==> src/dpio_pkg.sv <==
// Package with register map, reset values and pin masks of the dual port pin control block.
`default_nettype none

package dpio_pkg;

   // -------------------------------------------------------------------
   // Register byte offsets
   // -------------------------------------------------------------------
   localparam logic [5:0] ADDR_A_DATA = 6'h00;
   localparam logic [5:0] ADDR_A_DIR = 6'h04;
   localparam logic [5:0] ADDR_A_PULLUP = 6'h08;
   localparam logic [5:0] ADDR_A_DIGEN = 6'h0C;
   localparam logic [5:0] ADDR_B_DATA = 6'h10;
   localparam logic [5:0] ADDR_B_DIR = 6'h14;
   localparam logic [5:0] ADDR_B_PULLUP = 6'h18;
   localparam logic [5:0] ADDR_B_PULLDN = 6'h1C;
   localparam logic [5:0] ADDR_B_DIGEN = 6'h20;
   localparam logic [5:0] ADDR_IRQ_STATUS = 6'h24;
   localparam logic [5:0] ADDR_IRQ_CLEAR = 6'h28;
   localparam logic [5:0] ADDR_IRQ_ENABLE = 6'h2C;

   // -------------------------------------------------------------------
   // Reset values
   // -------------------------------------------------------------------
   localparam logic [7:0] RST_DATA = 8'h00;
   localparam logic [7:0] RST_DIR = 8'h00;
   localparam logic [7:0] RST_PULL = 8'h00;
   localparam logic [7:0] RST_DIGEN = 8'hFF;
   localparam logic [4:0] RST_IRQ = 5'h00;

   // -------------------------------------------------------------------
   // Pin capability masks
   // -------------------------------------------------------------------
   localparam logic [7:0] B_PULLDN_MASK = 8'h48;
   localparam logic [7:0] A_OPEN_DRAIN = 8'h20;
   localparam logic [7:0] B_OPEN_DRAIN = 8'h01;
   localparam logic [7:0] A_ANALOG_MASK = 8'h19;
   localparam logic [7:0] B_ANALOG_MASK = 8'hFE;

   // -------------------------------------------------------------------
   // Interrupt status bit positions
   // -------------------------------------------------------------------
   localparam int IRQ_WAKE = 0;
   localparam int IRQ_A0 = 1;
   localparam int IRQ_A4 = 2;
   localparam int IRQ_B0 = 3;
   localparam int IRQ_B5 = 4;

   // -------------------------------------------------------------------
   // Bus answers
   // -------------------------------------------------------------------
   localparam logic [1:0] RESP_OKAY = 2'h0;
   localparam logic [1:0] RESP_SLVERR = 2'h2;

endpackage

`default_nettype wire

==> src/dpio_top.sv <==
// Pin control logic for two 8-bit ports with an AXI4-Lite register slave.
//
// Behaviour
// - Each pin has data, direction, pull-high bits.
// - Only port B pins 3, 6 have pull-low.
// - Output driving low forces pull-up off.
// - Output driving high forces pull-low off.
// - Data read: stored bit when output, else pad.
// - Input mode: pull-up follows pull-high bit.
// - Output mode drives the stored data bit.
// - Input pull-high and pull-low act independently.
// - Pull-low pins in output: both pulls off.
// - Port A pin 5, B pin 0 open-drain.
// - Digital-input enable bit gates input path.
// - Power-save toggle on enabled pin requests wake-up.
// - External interrupt pins use digital input path.
// - Listed pins route to analog converter inputs.
// - Pad inputs pass a hysteresis stage first.
//
// The placing of the registers and register access over AXI4-Lite were decided locally.
`default_nettype none

module dpio_top (
   // Clock and reset
   input wire logic clock_in,
   input wire logic rst_in,
   // AXI4-Lite write address and data
   input wire logic [31:0] s_axi_awaddr_in,
   input wire logic s_axi_awvalid_in,
   output logic s_axi_awready_out,
   input wire logic [31:0] s_axi_wdata_in,
   input wire logic [3:0] s_axi_wstrb_in,
   input wire logic s_axi_wvalid_in,
   output logic s_axi_wready_out,
   // AXI4-Lite write response
   output logic [1:0] s_axi_bresp_out,
   output logic s_axi_bvalid_out,
   input wire logic s_axi_bready_in,
   // AXI4-Lite read
   input wire logic [31:0] s_axi_araddr_in,
   input wire logic s_axi_arvalid_in,
   output logic s_axi_arready_out,
   output logic [31:0] s_axi_rdata_out,
   output logic [1:0] s_axi_rresp_out,
   output logic s_axi_rvalid_out,
   input wire logic s_axi_rready_in,
   // Port A pads
   input wire logic [7:0] pad_a_in,
   output logic [7:0] pad_a_out,
   output logic [7:0] pad_a_oe_out,
   output logic [7:0] pullup_a_out,
   output logic [7:0] analog_a_out,
   // Port B pads
   input wire logic [7:0] pad_b_in,
   output logic [7:0] pad_b_out,
   output logic [7:0] pad_b_oe_out,
   output logic [7:0] pullup_b_out,
   output logic [7:0] pulldown_b_out,
   output logic [7:0] analog_b_out,
   // System
   input wire logic power_save_in,
   output logic wake_out,
   output logic irq_out
);

   // -------------------------------------------------------------------
   // Register state
   // -------------------------------------------------------------------
   logic [7:0] a_data_q, a_dir_q, a_pullup_q, a_digen_q;
   logic [7:0] b_data_q, b_dir_q, b_pullup_q, b_pulldn_q, b_digen_q;
   logic [4:0] irq_status_q, irq_enable_q;

   // -------------------------------------------------------------------
   // Pad input synchronisers
   // -------------------------------------------------------------------
   // The pad cell supplies the Schmitt stage; only its clean output reaches here.
   logic [7:0] a_s1_q, a_s2_q, b_s1_q, b_s2_q;
   logic [7:0] a_prev_q, b_prev_q;
   logic [2:0] sync_fill_q;

   always_ff @(posedge clock_in or posedge rst_in) begin
      if (rst_in) begin
         a_s1_q <= 8'h00;
         a_s2_q <= 8'h00;
         b_s1_q <= 8'h00;
         b_s2_q <= 8'h00;
      end else begin
         a_s1_q <= pad_a_in;
         a_s2_q <= a_s1_q;
         b_s1_q <= pad_b_in;
         b_s2_q <= b_s1_q;
      end
   end

   // A disabled digital input reads as zero, so an analog pin never toggles the logic.
   wire [7:0] a_gated = a_s2_q & a_digen_q;
   wire [7:0] b_gated = b_s2_q & b_digen_q;
   // Edges are taken on the raw level and then masked, so writing an enable bit on a high pad
   // is never seen as a toggle. Nothing counts until the chain holds settled pad levels, which
   // keeps a pad that idles high from raising a false event right after reset.
   wire edge_ready = sync_fill_q[2];
   wire [7:0] a_toggle = (a_s2_q ^ a_prev_q) & a_digen_q & {8{edge_ready}};
   wire [7:0] b_toggle = (b_s2_q ^ b_prev_q) & b_digen_q & {8{edge_ready}};

   always_ff @(posedge clock_in or posedge rst_in) begin
      if (rst_in) begin
         a_prev_q <= 8'h00;
         b_prev_q <= 8'h00;
         sync_fill_q <= 3'h0;
      end else begin
         a_prev_q <= a_s2_q;
         b_prev_q <= b_s2_q;
         sync_fill_q <= {sync_fill_q[1:0], 1'b1};
      end
   end

   // -------------------------------------------------------------------
   // Events and interrupt
   // -------------------------------------------------------------------
   // Wake-up does not look at the pin direction; software keeps wake pins in input mode.
   wire wake_event = power_save_in & ((|a_toggle) | (|b_toggle));
   wire [4:0] irq_event = {b_toggle[5], b_toggle[0], a_toggle[4], a_toggle[0], wake_event};

   // -------------------------------------------------------------------
   // AXI4-Lite write channel
   // -------------------------------------------------------------------
   // Address and data are held separately, so the master may offer them in either order;
   // the register changes only once both are held and no answer is still pending.
   logic aw_held_q, w_held_q;
   logic [5:0] aw_addr_q;
   logic [7:0] w_data_q;
   logic w_strb_q;

   wire aw_take = s_axi_awvalid_in & s_axi_awready_out;
   wire w_take = s_axi_wvalid_in & s_axi_wready_out;
   wire wr_fire = aw_held_q & w_held_q & ~s_axi_bvalid_out;
   wire wr_en = wr_fire & w_strb_q;
   wire wa_a_data = (aw_addr_q == dpio_pkg::ADDR_A_DATA);
   wire wa_a_dir = (aw_addr_q == dpio_pkg::ADDR_A_DIR);
   wire wa_a_pu = (aw_addr_q == dpio_pkg::ADDR_A_PULLUP);
   wire wa_a_den = (aw_addr_q == dpio_pkg::ADDR_A_DIGEN);
   wire wa_b_data = (aw_addr_q == dpio_pkg::ADDR_B_DATA);
   wire wa_b_dir = (aw_addr_q == dpio_pkg::ADDR_B_DIR);
   wire wa_b_pu = (aw_addr_q == dpio_pkg::ADDR_B_PULLUP);
   wire wa_b_pd = (aw_addr_q == dpio_pkg::ADDR_B_PULLDN);
   wire wa_b_den = (aw_addr_q == dpio_pkg::ADDR_B_DIGEN);
   wire wa_stat = (aw_addr_q == dpio_pkg::ADDR_IRQ_STATUS);
   wire wa_clr = (aw_addr_q == dpio_pkg::ADDR_IRQ_CLEAR);
   wire wa_en = (aw_addr_q == dpio_pkg::ADDR_IRQ_ENABLE);
   wire wa_ok = wa_a_data | wa_a_dir | wa_a_pu | wa_a_den | wa_b_data | wa_b_dir | wa_b_pu | wa_b_pd
      | wa_b_den | wa_stat | wa_clr | wa_en;
   wire [4:0] irq_clear = (wr_en & wa_clr) ? w_data_q[4:0] : 5'h00;

   always_ff @(posedge clock_in or posedge rst_in) begin
      if (rst_in) begin
         aw_held_q <= 1'b0;
         w_held_q <= 1'b0;
         aw_addr_q <= 6'h00;
         w_data_q <= 8'h00;
         w_strb_q <= 1'b0;
      end else begin
         if (aw_take) begin
            aw_held_q <= 1'b1;
            aw_addr_q <= s_axi_awaddr_in[5:0];
         end else if (wr_fire) begin
            aw_held_q <= 1'b0;
         end
         if (w_take) begin
            w_held_q <= 1'b1;
            w_data_q <= s_axi_wdata_in[7:0];
            w_strb_q <= s_axi_wstrb_in[0];
         end else if (wr_fire) begin
            w_held_q <= 1'b0;
         end
      end
   end

   always_ff @(posedge clock_in or posedge rst_in) begin
      if (rst_in) begin
         s_axi_awready_out <= 1'b0;
         s_axi_wready_out <= 1'b0;
         s_axi_bvalid_out <= 1'b0;
         s_axi_bresp_out <= dpio_pkg::RESP_OKAY;
      end else begin
         // Ready drops for the cycle after a take, so one offered item is never taken twice.
         s_axi_awready_out <= ~aw_held_q & ~aw_take & ~s_axi_bvalid_out & ~wr_fire;
         s_axi_wready_out <= ~w_held_q & ~w_take & ~s_axi_bvalid_out & ~wr_fire;
         if (wr_fire) begin
            s_axi_bvalid_out <= 1'b1;
            s_axi_bresp_out <= wa_ok ? dpio_pkg::RESP_OKAY : dpio_pkg::RESP_SLVERR;
         end else if (s_axi_bready_in) begin
            s_axi_bvalid_out <= 1'b0;
         end
      end
   end

   // -------------------------------------------------------------------
   // Registers written by software
   // -------------------------------------------------------------------
   always_ff @(posedge clock_in or posedge rst_in) begin
      if (rst_in) begin
         a_data_q <= dpio_pkg::RST_DATA;
         a_dir_q <= dpio_pkg::RST_DIR;
         a_pullup_q <= dpio_pkg::RST_PULL;
         a_digen_q <= dpio_pkg::RST_DIGEN;
         b_data_q <= dpio_pkg::RST_DATA;
         b_dir_q <= dpio_pkg::RST_DIR;
         b_pullup_q <= dpio_pkg::RST_PULL;
         b_pulldn_q <= dpio_pkg::RST_PULL;
         b_digen_q <= dpio_pkg::RST_DIGEN;
         irq_enable_q <= dpio_pkg::RST_IRQ;
      end else if (wr_en) begin
         if (wa_a_data) a_data_q <= w_data_q;
         if (wa_a_dir) a_dir_q <= w_data_q;
         if (wa_a_pu) a_pullup_q <= w_data_q;
         if (wa_a_den) a_digen_q <= w_data_q;
         if (wa_b_data) b_data_q <= w_data_q;
         if (wa_b_dir) b_dir_q <= w_data_q;
         if (wa_b_pu) b_pullup_q <= w_data_q;
         if (wa_b_pd) b_pulldn_q <= w_data_q & dpio_pkg::B_PULLDN_MASK;
         if (wa_b_den) b_digen_q <= w_data_q;
         if (wa_en) irq_enable_q <= w_data_q[4:0];
      end
   end

   // A new event wins over a clear that lands in the same cycle.
   always_ff @(posedge clock_in or posedge rst_in) begin
      if (rst_in) begin
         irq_status_q <= dpio_pkg::RST_IRQ;
      end else begin
         irq_status_q <= (irq_status_q & ~irq_clear) | irq_event;
      end
   end

   // -------------------------------------------------------------------
   // AXI4-Lite read channel
   // -------------------------------------------------------------------
   // Unmapped offsets answer with an error and read as zero. The clear register has no
   // storage behind it and always reads as zero.
   wire [5:0] ra = s_axi_araddr_in[5:0];
   wire ar_take = s_axi_arvalid_in & s_axi_arready_out;
   wire [7:0] a_read = (a_dir_q & a_data_q) | (~a_dir_q & a_gated);
   wire [7:0] b_read = (b_dir_q & b_data_q) | (~b_dir_q & b_gated);
   logic [7:0] rd_val;
   logic rd_ok;

   always_comb begin
      rd_val = 8'h00;
      rd_ok = 1'b1;
      if (ra == dpio_pkg::ADDR_A_DATA) begin
         rd_val = a_read;
      end else if (ra == dpio_pkg::ADDR_A_DIR) begin
         rd_val = a_dir_q;
      end else if (ra == dpio_pkg::ADDR_A_PULLUP) begin
         rd_val = a_pullup_q;
      end else if (ra == dpio_pkg::ADDR_A_DIGEN) begin
         rd_val = a_digen_q;
      end else if (ra == dpio_pkg::ADDR_B_DATA) begin
         rd_val = b_read;
      end else if (ra == dpio_pkg::ADDR_B_DIR) begin
         rd_val = b_dir_q;
      end else if (ra == dpio_pkg::ADDR_B_PULLUP) begin
         rd_val = b_pullup_q;
      end else if (ra == dpio_pkg::ADDR_B_PULLDN) begin
         rd_val = b_pulldn_q;
      end else if (ra == dpio_pkg::ADDR_B_DIGEN) begin
         rd_val = b_digen_q;
      end else if (ra == dpio_pkg::ADDR_IRQ_STATUS) begin
         rd_val = {3'h0, irq_status_q};
      end else if (ra == dpio_pkg::ADDR_IRQ_CLEAR) begin
         rd_val = 8'h00;
      end else if (ra == dpio_pkg::ADDR_IRQ_ENABLE) begin
         rd_val = {3'h0, irq_enable_q};
      end else begin
         rd_ok = 1'b0;
      end
   end

   always_ff @(posedge clock_in or posedge rst_in) begin
      if (rst_in) begin
         s_axi_arready_out <= 1'b0;
         s_axi_rvalid_out <= 1'b0;
         s_axi_rdata_out <= 32'h0000_0000;
         s_axi_rresp_out <= dpio_pkg::RESP_OKAY;
      end else begin
         s_axi_arready_out <= ~s_axi_rvalid_out & ~ar_take;
         if (ar_take) begin
            s_axi_rvalid_out <= 1'b1;
            s_axi_rdata_out <= {24'h00_0000, rd_val};
            s_axi_rresp_out <= rd_ok ? dpio_pkg::RESP_OKAY : dpio_pkg::RESP_SLVERR;
         end else if (s_axi_rready_in) begin
            s_axi_rvalid_out <= 1'b0;
         end
      end
   end

   // -------------------------------------------------------------------
   // Pad drive and pull control
   // -------------------------------------------------------------------
   wire [7:0] a_drv_low = a_dir_q & ~a_data_q;
   wire [7:0] b_drv_low = b_dir_q & ~b_data_q;
   // Open-drain pins have no high-side driver, so a high only releases the line.
   wire [7:0] a_oe = a_dir_q & ~(dpio_pkg::A_OPEN_DRAIN & a_data_q);
   wire [7:0] b_oe = b_dir_q & ~(dpio_pkg::B_OPEN_DRAIN & b_data_q);
   wire [7:0] a_pu = a_pullup_q & ~a_drv_low;
   // Pull-low pins drop both pulls in output mode; the others keep pull-up while high.
   wire [7:0] b_pu = b_pullup_q & ~b_drv_low & ~(dpio_pkg::B_PULLDN_MASK & b_dir_q);
   wire [7:0] b_pd = b_pulldn_q & dpio_pkg::B_PULLDN_MASK & ~b_dir_q;

   always_ff @(posedge clock_in or posedge rst_in) begin
      if (rst_in) begin
         pad_a_out <= 8'h00;
         pad_a_oe_out <= 8'h00;
         pullup_a_out <= 8'h00;
         analog_a_out <= 8'h00;
         pad_b_out <= 8'h00;
         pad_b_oe_out <= 8'h00;
         pullup_b_out <= 8'h00;
         pulldown_b_out <= 8'h00;
         analog_b_out <= 8'h00;
         wake_out <= 1'b0;
         irq_out <= 1'b0;
      end else begin
         pad_a_out <= a_data_q & ~dpio_pkg::A_OPEN_DRAIN;
         pad_a_oe_out <= a_oe;
         pullup_a_out <= a_pu;
         // The analog route opens only on capable pins whose digital input is switched off.
         analog_a_out <= ~a_digen_q & dpio_pkg::A_ANALOG_MASK;
         pad_b_out <= b_data_q & ~dpio_pkg::B_OPEN_DRAIN;
         pad_b_oe_out <= b_oe;
         pullup_b_out <= b_pu;
         pulldown_b_out <= b_pd;
         analog_b_out <= ~b_digen_q & dpio_pkg::B_ANALOG_MASK;
         wake_out <= wake_event;
         // Because every output is registered, the interrupt level lags its status bit by one clock.
         irq_out <= |(irq_status_q & irq_enable_q);
      end
   end

endmodule

`default_nettype wire

==> config.mk <==
export PLATFORM = sky130hd
export DESIGN_NAME = dpio_top
export DESIGN_NICKNAME = d
export VERILOG_FILES = /design/src/dpio_pkg.sv /design/src/dpio_top.sv
export SDC_FILE = /design/constraint.sdc
export NUM_CORES = 1
export LEC_CHECK = 0
export BUFFER_PORTS_ARGS = -buffer_cell sky130_fd_sc_hd__buf_2
export CORE_AREA = 2 2 173 175
export CTS_CLUSTER_DIAMETER = 60
export DETAILED_ROUTE_END_ITERATION = 8
export DIE_AREA = 0 0 175 177
export PLACE_DENSITY = 0.46
export SLEW_MARGIN = 25
export SYNTH_ARGS = -nofsm -noshare
export SYNTH_HDL_FRONTEND = slang
export SYNTH_SLANG_ARGS = --single-unit
==> constraint.sdc <==
create_clock -name clock_in -period 11 [get_ports clock_in]
set_input_delay 1.1 -clock clock_in [delete_from_list [all_inputs] [get_ports clock_in]]
set_output_delay 1.1 -clock clock_in [all_outputs]
set_load 0.03 [all_outputs]
# Word level (Yosys, flattened, before mapping)
# Cells that the tools add are included.
# totals
ff_bits,227
input_bits,124
out_inout_bits,115
elab_cells,189
# op_classes
n_eq_ne,22
muxes,34
bitwise_logic,72
reduce_logical,19
# ops
cell,n
$and A8 B8 Y8,17
$mux W8,9
$not A8 Y8,7
$eq A6 B5 Y1 const B,8
$eq A6 B6 Y1 const B,8
$eq A6 B4 Y1 const B,4
$mux W5,4
$reduce_and A2 Y1,10
$mux W1,19
$or A8 B8 Y8,2
$reduce_or A8 Y1,2
$xor A8 B8 Y8,2
$and A1 B1 Y1,15
$eq A6 B3 Y1 const B,2
$logic_not A6 Y1,2
$or A1 B1 Y1,12
$and A5 B5 Y5,2
$not A5 Y5,2
$and A7 B8 Y8,1
$not A1 Y1,8
$not A1 Y8,1
$not A6 Y8,1
$not A7 Y8,1
$reduce_bool A2 Y1,4
other kinds (3),4

# Logic depth before layout (Yosys ltp)
# Gate-level depths: netlist of the first run.
# logic_depth
depth_word,14
depth_mapped,7
ltp_nobuf,5

# Worst setup path after synthesis of the first run
# No wires, ideal clock.
# synth_timing
path_kind,input -> register
startpoint,in s_axi_araddr_in[1]
endpoint,reg s_axi_rdata_out[3]
setup_ns,0.082
t_arrival_ns,2.498
t_required_ns,10.918
slack_ns,8.420
path_stages,5
n_path_buf,1
cell_sequence,or4b_1 -> buf_2 -> or3_1 -> a221o_1 -> a31oi_1
# synth_via
elab_chain_cells,13
elab_cells_between_ends,24
cone_classes,eq/ne (11); mux (12); reduce/logical (1)
# synth_lines
item,line,source
from (decl),dpio_top.sv:40,"input wire logic [31:0] s_axi_araddr_in,"
$eq A6 B6 Y1,dpio_top.sv:272,end else if (ra == dpio_pkg::ADDR_IRQ_ENABLE) begin
$mux W5,dpio_top.sv:272,
$mux W5,dpio_top.sv:270,end else if (ra == dpio_pkg::ADDR_IRQ_CLEAR) begin
$mux W5,dpio_top.sv:268,end else if (ra == dpio_pkg::ADDR_IRQ_STATUS) begin
$mux W8,dpio_top.sv:266,end else if (ra == dpio_pkg::ADDR_B_DIGEN) begin
$mux W8,dpio_top.sv:264,end else if (ra == dpio_pkg::ADDR_B_PULLDN) begin
$mux W8,dpio_top.sv:262,end else if (ra == dpio_pkg::ADDR_B_PULLUP) begin
$mux W8,dpio_top.sv:260,end else if (ra == dpio_pkg::ADDR_B_DIR) begin
$mux W8,dpio_top.sv:258,end else if (ra == dpio_pkg::ADDR_B_DATA) begin
$mux W8,dpio_top.sv:256,end else if (ra == dpio_pkg::ADDR_A_DIGEN) begin
$mux W8,dpio_top.sv:254,end else if (ra == dpio_pkg::ADDR_A_PULLUP) begin
$mux W8,dpio_top.sv:252,end else if (ra == dpio_pkg::ADDR_A_DIR) begin
$mux W8 (*),dpio_top.sv:250,if (ra == dpio_pkg::ADDR_A_DATA) begin
to (signal assigned),dpio_top.sv:289,"s_axi_rdata_out <= {24'h00_0000, rd_val};"
to (decl),dpio_top.sv:43,"output logic [31:0] s_axi_rdata_out,"
# Every way passes the cells marked *; elsewhere a longest branch is shown, timed or not.
# A chain may end at the register's enable or synchronous reset.

# Worst setup path in the final report of the first run
# layout_timing
startpoint,in s_axi_araddr_in[2]
endpoint,reg s_axi_rdata_out[6]
# layout_via
elab_chain_cells,10
elab_cells_between_ends,18
cone_classes,eq/ne (8); mux (9); reduce/logical (1)
# layout_lines
item,line
$eq A6 B6 Y1,dpio_top.sv:266
$mux W8,dpio_top.sv:266
$mux W8,dpio_top.sv:264
$mux W8,dpio_top.sv:262
$mux W8,dpio_top.sv:260
$mux W8,dpio_top.sv:258
$mux W8,dpio_top.sv:256
$mux W8,dpio_top.sv:254
$mux W8,dpio_top.sv:252
$mux W8 (*),dpio_top.sv:250
# Marks and branches as above.

==> impl_metrics.env, run 1 <==
export IMPL_status="finished, final reports clean"
export IMPL_syn_avg_cell_area_sq_um=12.8
export IMPL_grt_antenna_before_repair=3
export IMPL_area_growth_syn_to_layout_pct=22.8
export IMPL_setup_violations_final=0
export IMPL_postRouteAntennaNets=0
export IMPL_power_switching_uw=878
export IMPL_fin_nets=929
export IMPL_crit_path_max_fanout=30
export IMPL_cts_root_buffer="clkbuf_16"
export IMPL_routabilityCongestion=0.782
export IMPL_post_cts_resized=0
export IMPL_gr_usage_all_layers_pct=14.8
export IMPL_power_leakage_uw=0.00495
export IMPL_synthCells=675
export IMPL_initial_utilization_pct=29.5
export IMPL_report_final_hold_viol_count=0
export IMPL_post_synthesis_async_set_or_reset_flop_share_pct=100
export IMPL_grt_pass1_vias=5539
export IMPL_yosys_top_cells_area="dfrtp_1 59%, mux2_2 9.0%, dfstp_2 4.9%, buf_4 3.5%, nand2_1 2.8%"
export IMPL_wl_per_cell_microns=18.6
export IMPL_synth_flop_cell="dfrtp_1"
export IMPL_core_area_sq_um=29200
export IMPL_wl_mm=22.6
export IMPL_critPathKind="input pin to register"
export IMPL_first_pass_iters=4
export IMPL_i_o_pin_count=239
export IMPL_powerDensity_nw_per_um2=263
export IMPL_yosys_top_cells_count="203 x dfrtp_1, 69 x mux2_2, 64 x nand2_1"
export IMPL_synth_most_common_cell="dfrtp_1"
export IMPL_die_width_microns=175
export IMPL_die_area_sq_um=31000
export IMPL_combinational_share_of_power_pct=18.2
export IMPL_setup_total_negative_slack_ps=0
export IMPL_worst_endpoint_arrival_ps=3260
export IMPL_tightestPinTransition_ps=931
export IMPL_h_tree_depth=1
export IMPL_power_frac_seq_pct=43.2
export IMPL_worstSetupEndpointType="register"
export IMPL_vias_per_cell=4.51
export IMPL_cts_reportedPaths_clkPinSlew_ps=60
export IMPL_die_height_microns=177
export IMPL_grt_first_pass_wirelength_mm=34.9
export IMPL_cell_taking_the_most_area_after_synthesis="dfrtp_1"
export IMPL_post_dp_hpwl_mm=15.9
export IMPL_dr_first_iter_drc_count=342
export IMPL_grt_setup_unrepaired="no"
export IMPL_tritoncts="yes"
export IMPL_placed_instance_count=1165
export IMPL_drive_gt1_share_pct=32.6
export IMPL_worst_hold_path_type="register to register"
export IMPL_synth_seq_cells=219
export IMPL_rows=63
export IMPL_post_route_util_pct=36.2
export IMPL_cts_sinks=219
export IMPL_layoutNonFillerInstCount=1217
export IMPL_finalMaxSlewViolations=0
export IMPL_min_period_over_period_pct=26.1
export IMPL_yosysSeqAreaShare_pct=63.7
export IMPL_number_of_enable_type_register_cells_in_the_synthesized_netlist=0
export IMPL_fillerInstances=2881
export IMPL_post_synth_num_cell_types=62
export IMPL_post_synth_instance_area_sq_um=8630
export IMPL_worst_ep_required_time_ps=11400
export IMPL_post_synth_top_area_fraction_pct=58.8
export IMPL_cts_buffers=27
export IMPL_final_min_clock_period_ps=2870
export IMPL_power_share_switching_pct=31.5
export IMPL_cts_hold_fix_buffers=0
export IMPL_timing_critical_path_from_type="input pin"
export IMPL_post_cts_repair_setup_buffers=0
export IMPL_max_freq_mhz=349
export IMPL_worst_skew_pair_late_latency_ps=530
export IMPL_place_port_buffers=119
export IMPL_ctsLongestPathBuffers=3
export IMPL_yosysWarningCount=0
export IMPL_peak_supply_drop_mv=0.135
export IMPL_share_clk_of_total_power_pct=38.6
export IMPL_route_detailed_drc=0
export IMPL_p_int_uw=1910
export IMPL_grt_ovfl_total=0
export IMPL_max_slew_margin_pct=37.7
export IMPL_finClkSkew_ps=9.16
export IMPL_detailroute_via_count=5490
export IMPL_cap_violations=0
export IMPL_pin_count_of_the_biggest_net_entering_global_routing=77
[cells by family after synthesis]
logic type	Yosys count	share of synthesized area, %
buf+inv	87	6.13
compound gates	135	10.9
flops	219	63.7
other cells	2	0.0870
simple gates	143	8.09
mux	73	9.46
xor+xnor	16	1.62
[through the flow]
| step | cell area, sq um | setup WS [ps] | power (uW) | hold WS (ps) |
|---|---|---|---|---|
| finish | 10600 | 8130 | 2790 | 342 |
| global route | 10600 | 8030 | 2930 | 349 |
| CTS | 10600 | 8150 | 2830 | 346 |
| detailed placement | 9460 | 7610 | 1740 | 335 |
| global placement | 9460 | 7550 | 1730 | 333 |
| floorplan | 8780 | 3930 | 1530 | 331 |
[final timing paths]
kind | endpoint | startpoint | depth (start not counted) | slack [ps]
max | s_axi_rdata_out[6]$_DFFE_PP0P_ | s_axi_araddr_in[2] | 6 | 8130
min | sync_fill_q[1]$_DFF_PP0_ | sync_fill_q[0]$_DFF_PP0_ | 0 | 340
max reg2reg | b_data_q[2]$_DFFE_PP0P_ | aw_addr_q[1]$_DFFE_PP0P_ | 3 | 8740
min reg2reg | sync_fill_q[1]$_DFF_PP0_ | sync_fill_q[0]$_DFF_PP0_ | 0 | 340
max in group asynchronous | b_s2_q[0]$_DFF_PP0_ | rst_in | 3 | 9300
min in group asynchronous | pad_b_oe_out[4]$_DFF_PP0_ | rst_in | 2 | 620
[power by group through the flow]
stage               registers [uW]  logic, uW  clock network, uW
global route                  1240        551               1140
detailed placement            1220        513                  0
floorplan                     1270        260                  0
finish                        1200        508               1080
global placement              1220        507                  0
CTS                           1210        515               1100
[cells in the final DEF (no fill, tap or decap), drive strengths merged, types with 4 or more instances in the layout]
master,count
inv,28
conb,41
xor2,16
a22o,4
a221oi,9
a21oi,14
a21boi,11
nand2,64
clkbuf,29
nor3,9
mux2i,4
a32o,5
a211o,5
dfrtp,203
nor2b,11
clkinv,5
o221ai,5
dfstp,16
a31oi,6
o211ai,4
bufinv,11
o21ai,37
a22oi,14
nor2,26
nand2b,7
nand3,7
buf,123
mux2,69
[layer usage]
layer	track usage (%)	wire, microns	vias up	share of wire (%)
li1	-	-	2564	-
met1	20.9	10100	2741	45
met2	23.4	10800	153	48
met3	2.99	1270	30	5.6
met4	3.82	371	2	1.6
met5	0	16	-	0.071
[cell type report]
class / count / area [sq um] / share of cell area, %
Multi-Input combinational cell: 408 / 2760 / 26.0
Inverter: 26 / 105 / 0.992
Tap cell: 390 / 488 / 4.60
Timing Repair Buffer: 123 / 649 / 6.13
Clock inverter: 20 / 394 / 3.72
Sequential cell: 219 / 5500 / 51.9
Clock buffer: 29 / 703 / 6.63
Antenna cell: 2 / 5.00 / 0.0472
[worst max-delay path: stages]
cell and delay [ps]:
buf_2 450, nor2b_1 500, nand2_1 410, o221a_2 400
a221oi_1 280, o21ai_1 100
No activity file was read; power rests on OpenSTA's default activity.
==> run 2: changes to the inputs <==
- clock period: 11 -> 3 ns (I/O delays scaled with it)
==> run 2 against run 1 <==
Power grew to 3.4 times the previous value. Clock power grew to 3.0 times the previous value. Count of clock-buffer cells in the layout is 4 higher. Clock skew is 0.76 ps higher. Global-route usage is 0.17 points lower. Cell count is 3.4% higher. Flip-flop and latch count stayed put. Register-to-register slack worse by 7900 ps. First-iteration DRC count is 33% higher. Via count is 3.0% higher. Sequential share of layout area is 1.0 points lower. Non-clock buffer count is 44 higher.
==> impl_metrics.env, run 2 (synthesis results as in run 1) <==
export IMPL_mostFrequentLayoutCell="dfrtp_1"
export IMPL_final_cell_mix="203 x dfrtp_1, 119 x buf_2, 69 x mux2_2"
export IMPL_grt_ovfl_total=0
export IMPL_pin_count_of_the_biggest_net_entering_global_routing=44
export IMPL_core_area_sq_um=29200
export IMPL_p_int_uw=6360
export IMPL_routabilityCongestion=0.805
export IMPL_finClkSkew_ps=9.92
export IMPL_min_period_over_period_pct=72.0
export IMPL_max_freq_mhz=463
export IMPL_final_design_area_no_fill_sq_um=10800
export IMPL_dr_first_iter_drc_count=455
export IMPL_i_o_pin_count=239
export IMPL_power_switching_uw=3200
export IMPL_fin_nets=973
export IMPL_wl_per_cell_microns=18.0
export IMPL_peak_supply_drop_mv=0.507
export IMPL_crit_path_max_fanout=9
export IMPL_cts_reportedPaths_clkPinSlew_ps=60
export IMPL_h_tree_depth=1
export IMPL_share_clk_of_total_power_pct=33.9
export IMPL_critPathKind="register to register"
export IMPL_drive_gt1_share_pct=32.5
export IMPL_grt_setup_unrepaired="no"
export IMPL_power_frac_seq_pct=46.4
export IMPL_vias_per_cell=4.49
export IMPL_worst_hold_path_type="input pin to register"
export IMPL_finalMaxSlewViolations=0
export IMPL_combinational_share_of_power_pct=19.8
export IMPL_post_route_worst_setup_slack_ps=841
export IMPL_place_port_buffers=119
export IMPL_power_leakage_uw=0.00507
export IMPL_rows=63
export IMPL_route_detailed_drc=0
export IMPL_grt_first_pass_wirelength_mm=34.9
export IMPL_n_antenna_cell=0
export IMPL_die_height_microns=177
export IMPL_die_area_sq_um=31000
export IMPL_die_width_microns=175
export IMPL_tightestPinTransition_ps=679
export IMPL_setup_violations_final=0
export IMPL_postRouteAntennaNets=0
export IMPL_powerDensity_nw_per_um2=884
export IMPL_tritoncts="yes"
export IMPL_max_slew_margin_pct=53.6
export IMPL_ctsLongestPathBuffers=3
export IMPL_grt_antenna_before_repair=0
export IMPL_cts_sinks=219
export IMPL_placedInstanceArea_sq_um=9640
export IMPL_post_place_ws_ps=744
export IMPL_layoutNonFillerInstCount=1258
export IMPL_final_min_clock_period_ps=2160
export IMPL_placed_instance_count=1182
export IMPL_worstSetupEndpointType="register"
export IMPL_cts_buffers=27
export IMPL_first_pass_iters=4
export IMPL_detailroute_via_count=5653
export IMPL_worst_skew_pair_late_latency_ps=520
export IMPL_power_share_switching_pct=33.5
export IMPL_status="finished, final reports clean"
export IMPL_fillerInstances=2892
export IMPL_worst_ep_required_time_ps=3400
export IMPL_worst_endpoint_arrival_ps=2560
export IMPL_gr_usage_all_layers_pct=14.7
export IMPL_area_growth_syn_to_layout_pct=25.3
export IMPL_wl_mm=22.6
export IMPL_multiInputGateArea_sq_um=2750
export IMPL_post_cts_resized=0
export IMPL_cts_root_buffer="clkbuf_16"
export IMPL_timing_critical_path_from_type="register"
export IMPL_grt_pass1_vias=5880
export IMPL_layout_area_seq_sq_um=5500
export IMPL_cap_violations=0
export IMPL_initial_utilization_pct=29.5
export IMPL_report_final_hold_viol_count=0
export IMPL_post_dp_hpwl_mm=16.4
==> run 2: changes by cell type in the layout (fill, tap and decap cells not counted), sizes merged <==
cell | previous run | this run
clkinv | 5 | 8
clkbuf | 29 | 33
dlygate4sd3 | 0 | 28
bufinv | 11 | 2
clkinvlp | 2 | 3
diode | 2 | 0
buf | 123 | 139
==> run 2: routing by layer <==
metal / part of all wire (%) / track usage [%] / vias to the layer above
li1: - / - / 2653
met1: 47 / 20.4 / 2822
met2: 47 / 24.1 / 146
met3: 4.3 / 2.45 / 32
met4: 1.9 / 3.26 / 0
met5: 0 / 0 / -
==> run 2: final cells by class <==
| class | count | area share (%) |
|---|---|---|
| Inverter | 26 | 0.937 |
| Timing Repair Buffer | 167 | 9.95 |
| Multi-Input combinational cell | 408 | 25.4 |
| Sequential cell | 219 | 50.8 |
| Tap cell | 390 | 4.51 |
| Clock buffer | 33 | 7.01 |
| Clock inverter | 15 | 1.34 |
==> run 2: worst max-delay path, cell delays in order (launching register included) <==
cell and delay (ps):
dfrtp_1 430, nand4b_1 250, or3_1 450, nor3_4 510, mux2_2 400
==> run 2: final timing paths <==
check	endpoint	from	cells past startpoint	slack (ps)
min in group asynchronous	pad_b_out[5]$_DFF_PP0_	rst_in	3	430
max in group asynchronous	a_digen_q[0]$_DFFE_PP1P_	rst_in	5	1740
hold / removal	w_data_q[4]$_DFFE_PP0P_	s_axi_wdata_in[4]	2	20
setup reg to reg	a_dir_q[4]$_DFFE_PP0P_	s_axi_bvalid_out$_DFFE_PP0P_	4	840
setup / recovery	a_dir_q[4]$_DFFE_PP0P_	s_axi_bvalid_out$_DFFE_PP0P_	4	840
hold reg to reg	b_s2_q[3]$_DFF_PP0_	b_s1_q[3]$_DFF_PP0_	0	340
==> run 2: metrics by stage <==
step	power, uW	hold slack (ps)	TNS [ps]	utilization [%]
final	9560	16.2	0	37.0
after global routing	10000	12.0	0	37.0
after CTS	9690	1.92	0	37.0
after detailed placement	6390	335	0	32.9
after global placement	6370	332	0	32.9
after floorplan	5590	331	-28630	-
==> run 2: repair_timing <==
item / 4_1_cts / 5_1_grt
hold buffers: 28 / 0
endpoints found under the setup margin: 0 / 0
setup buffers: 0 / 0
hold endpoints to repair: 47 / 0
==> run 2: power by group through the flow <==
stage,combinational (uW),sequential (uW),clock [uW]
finish,1890,4430,3240
global route,2060,4560,3420
CTS,1920,4450,3320
detailed placement,1890,4500,0
global placement,1870,4500,0
floorplan,955,4640,0
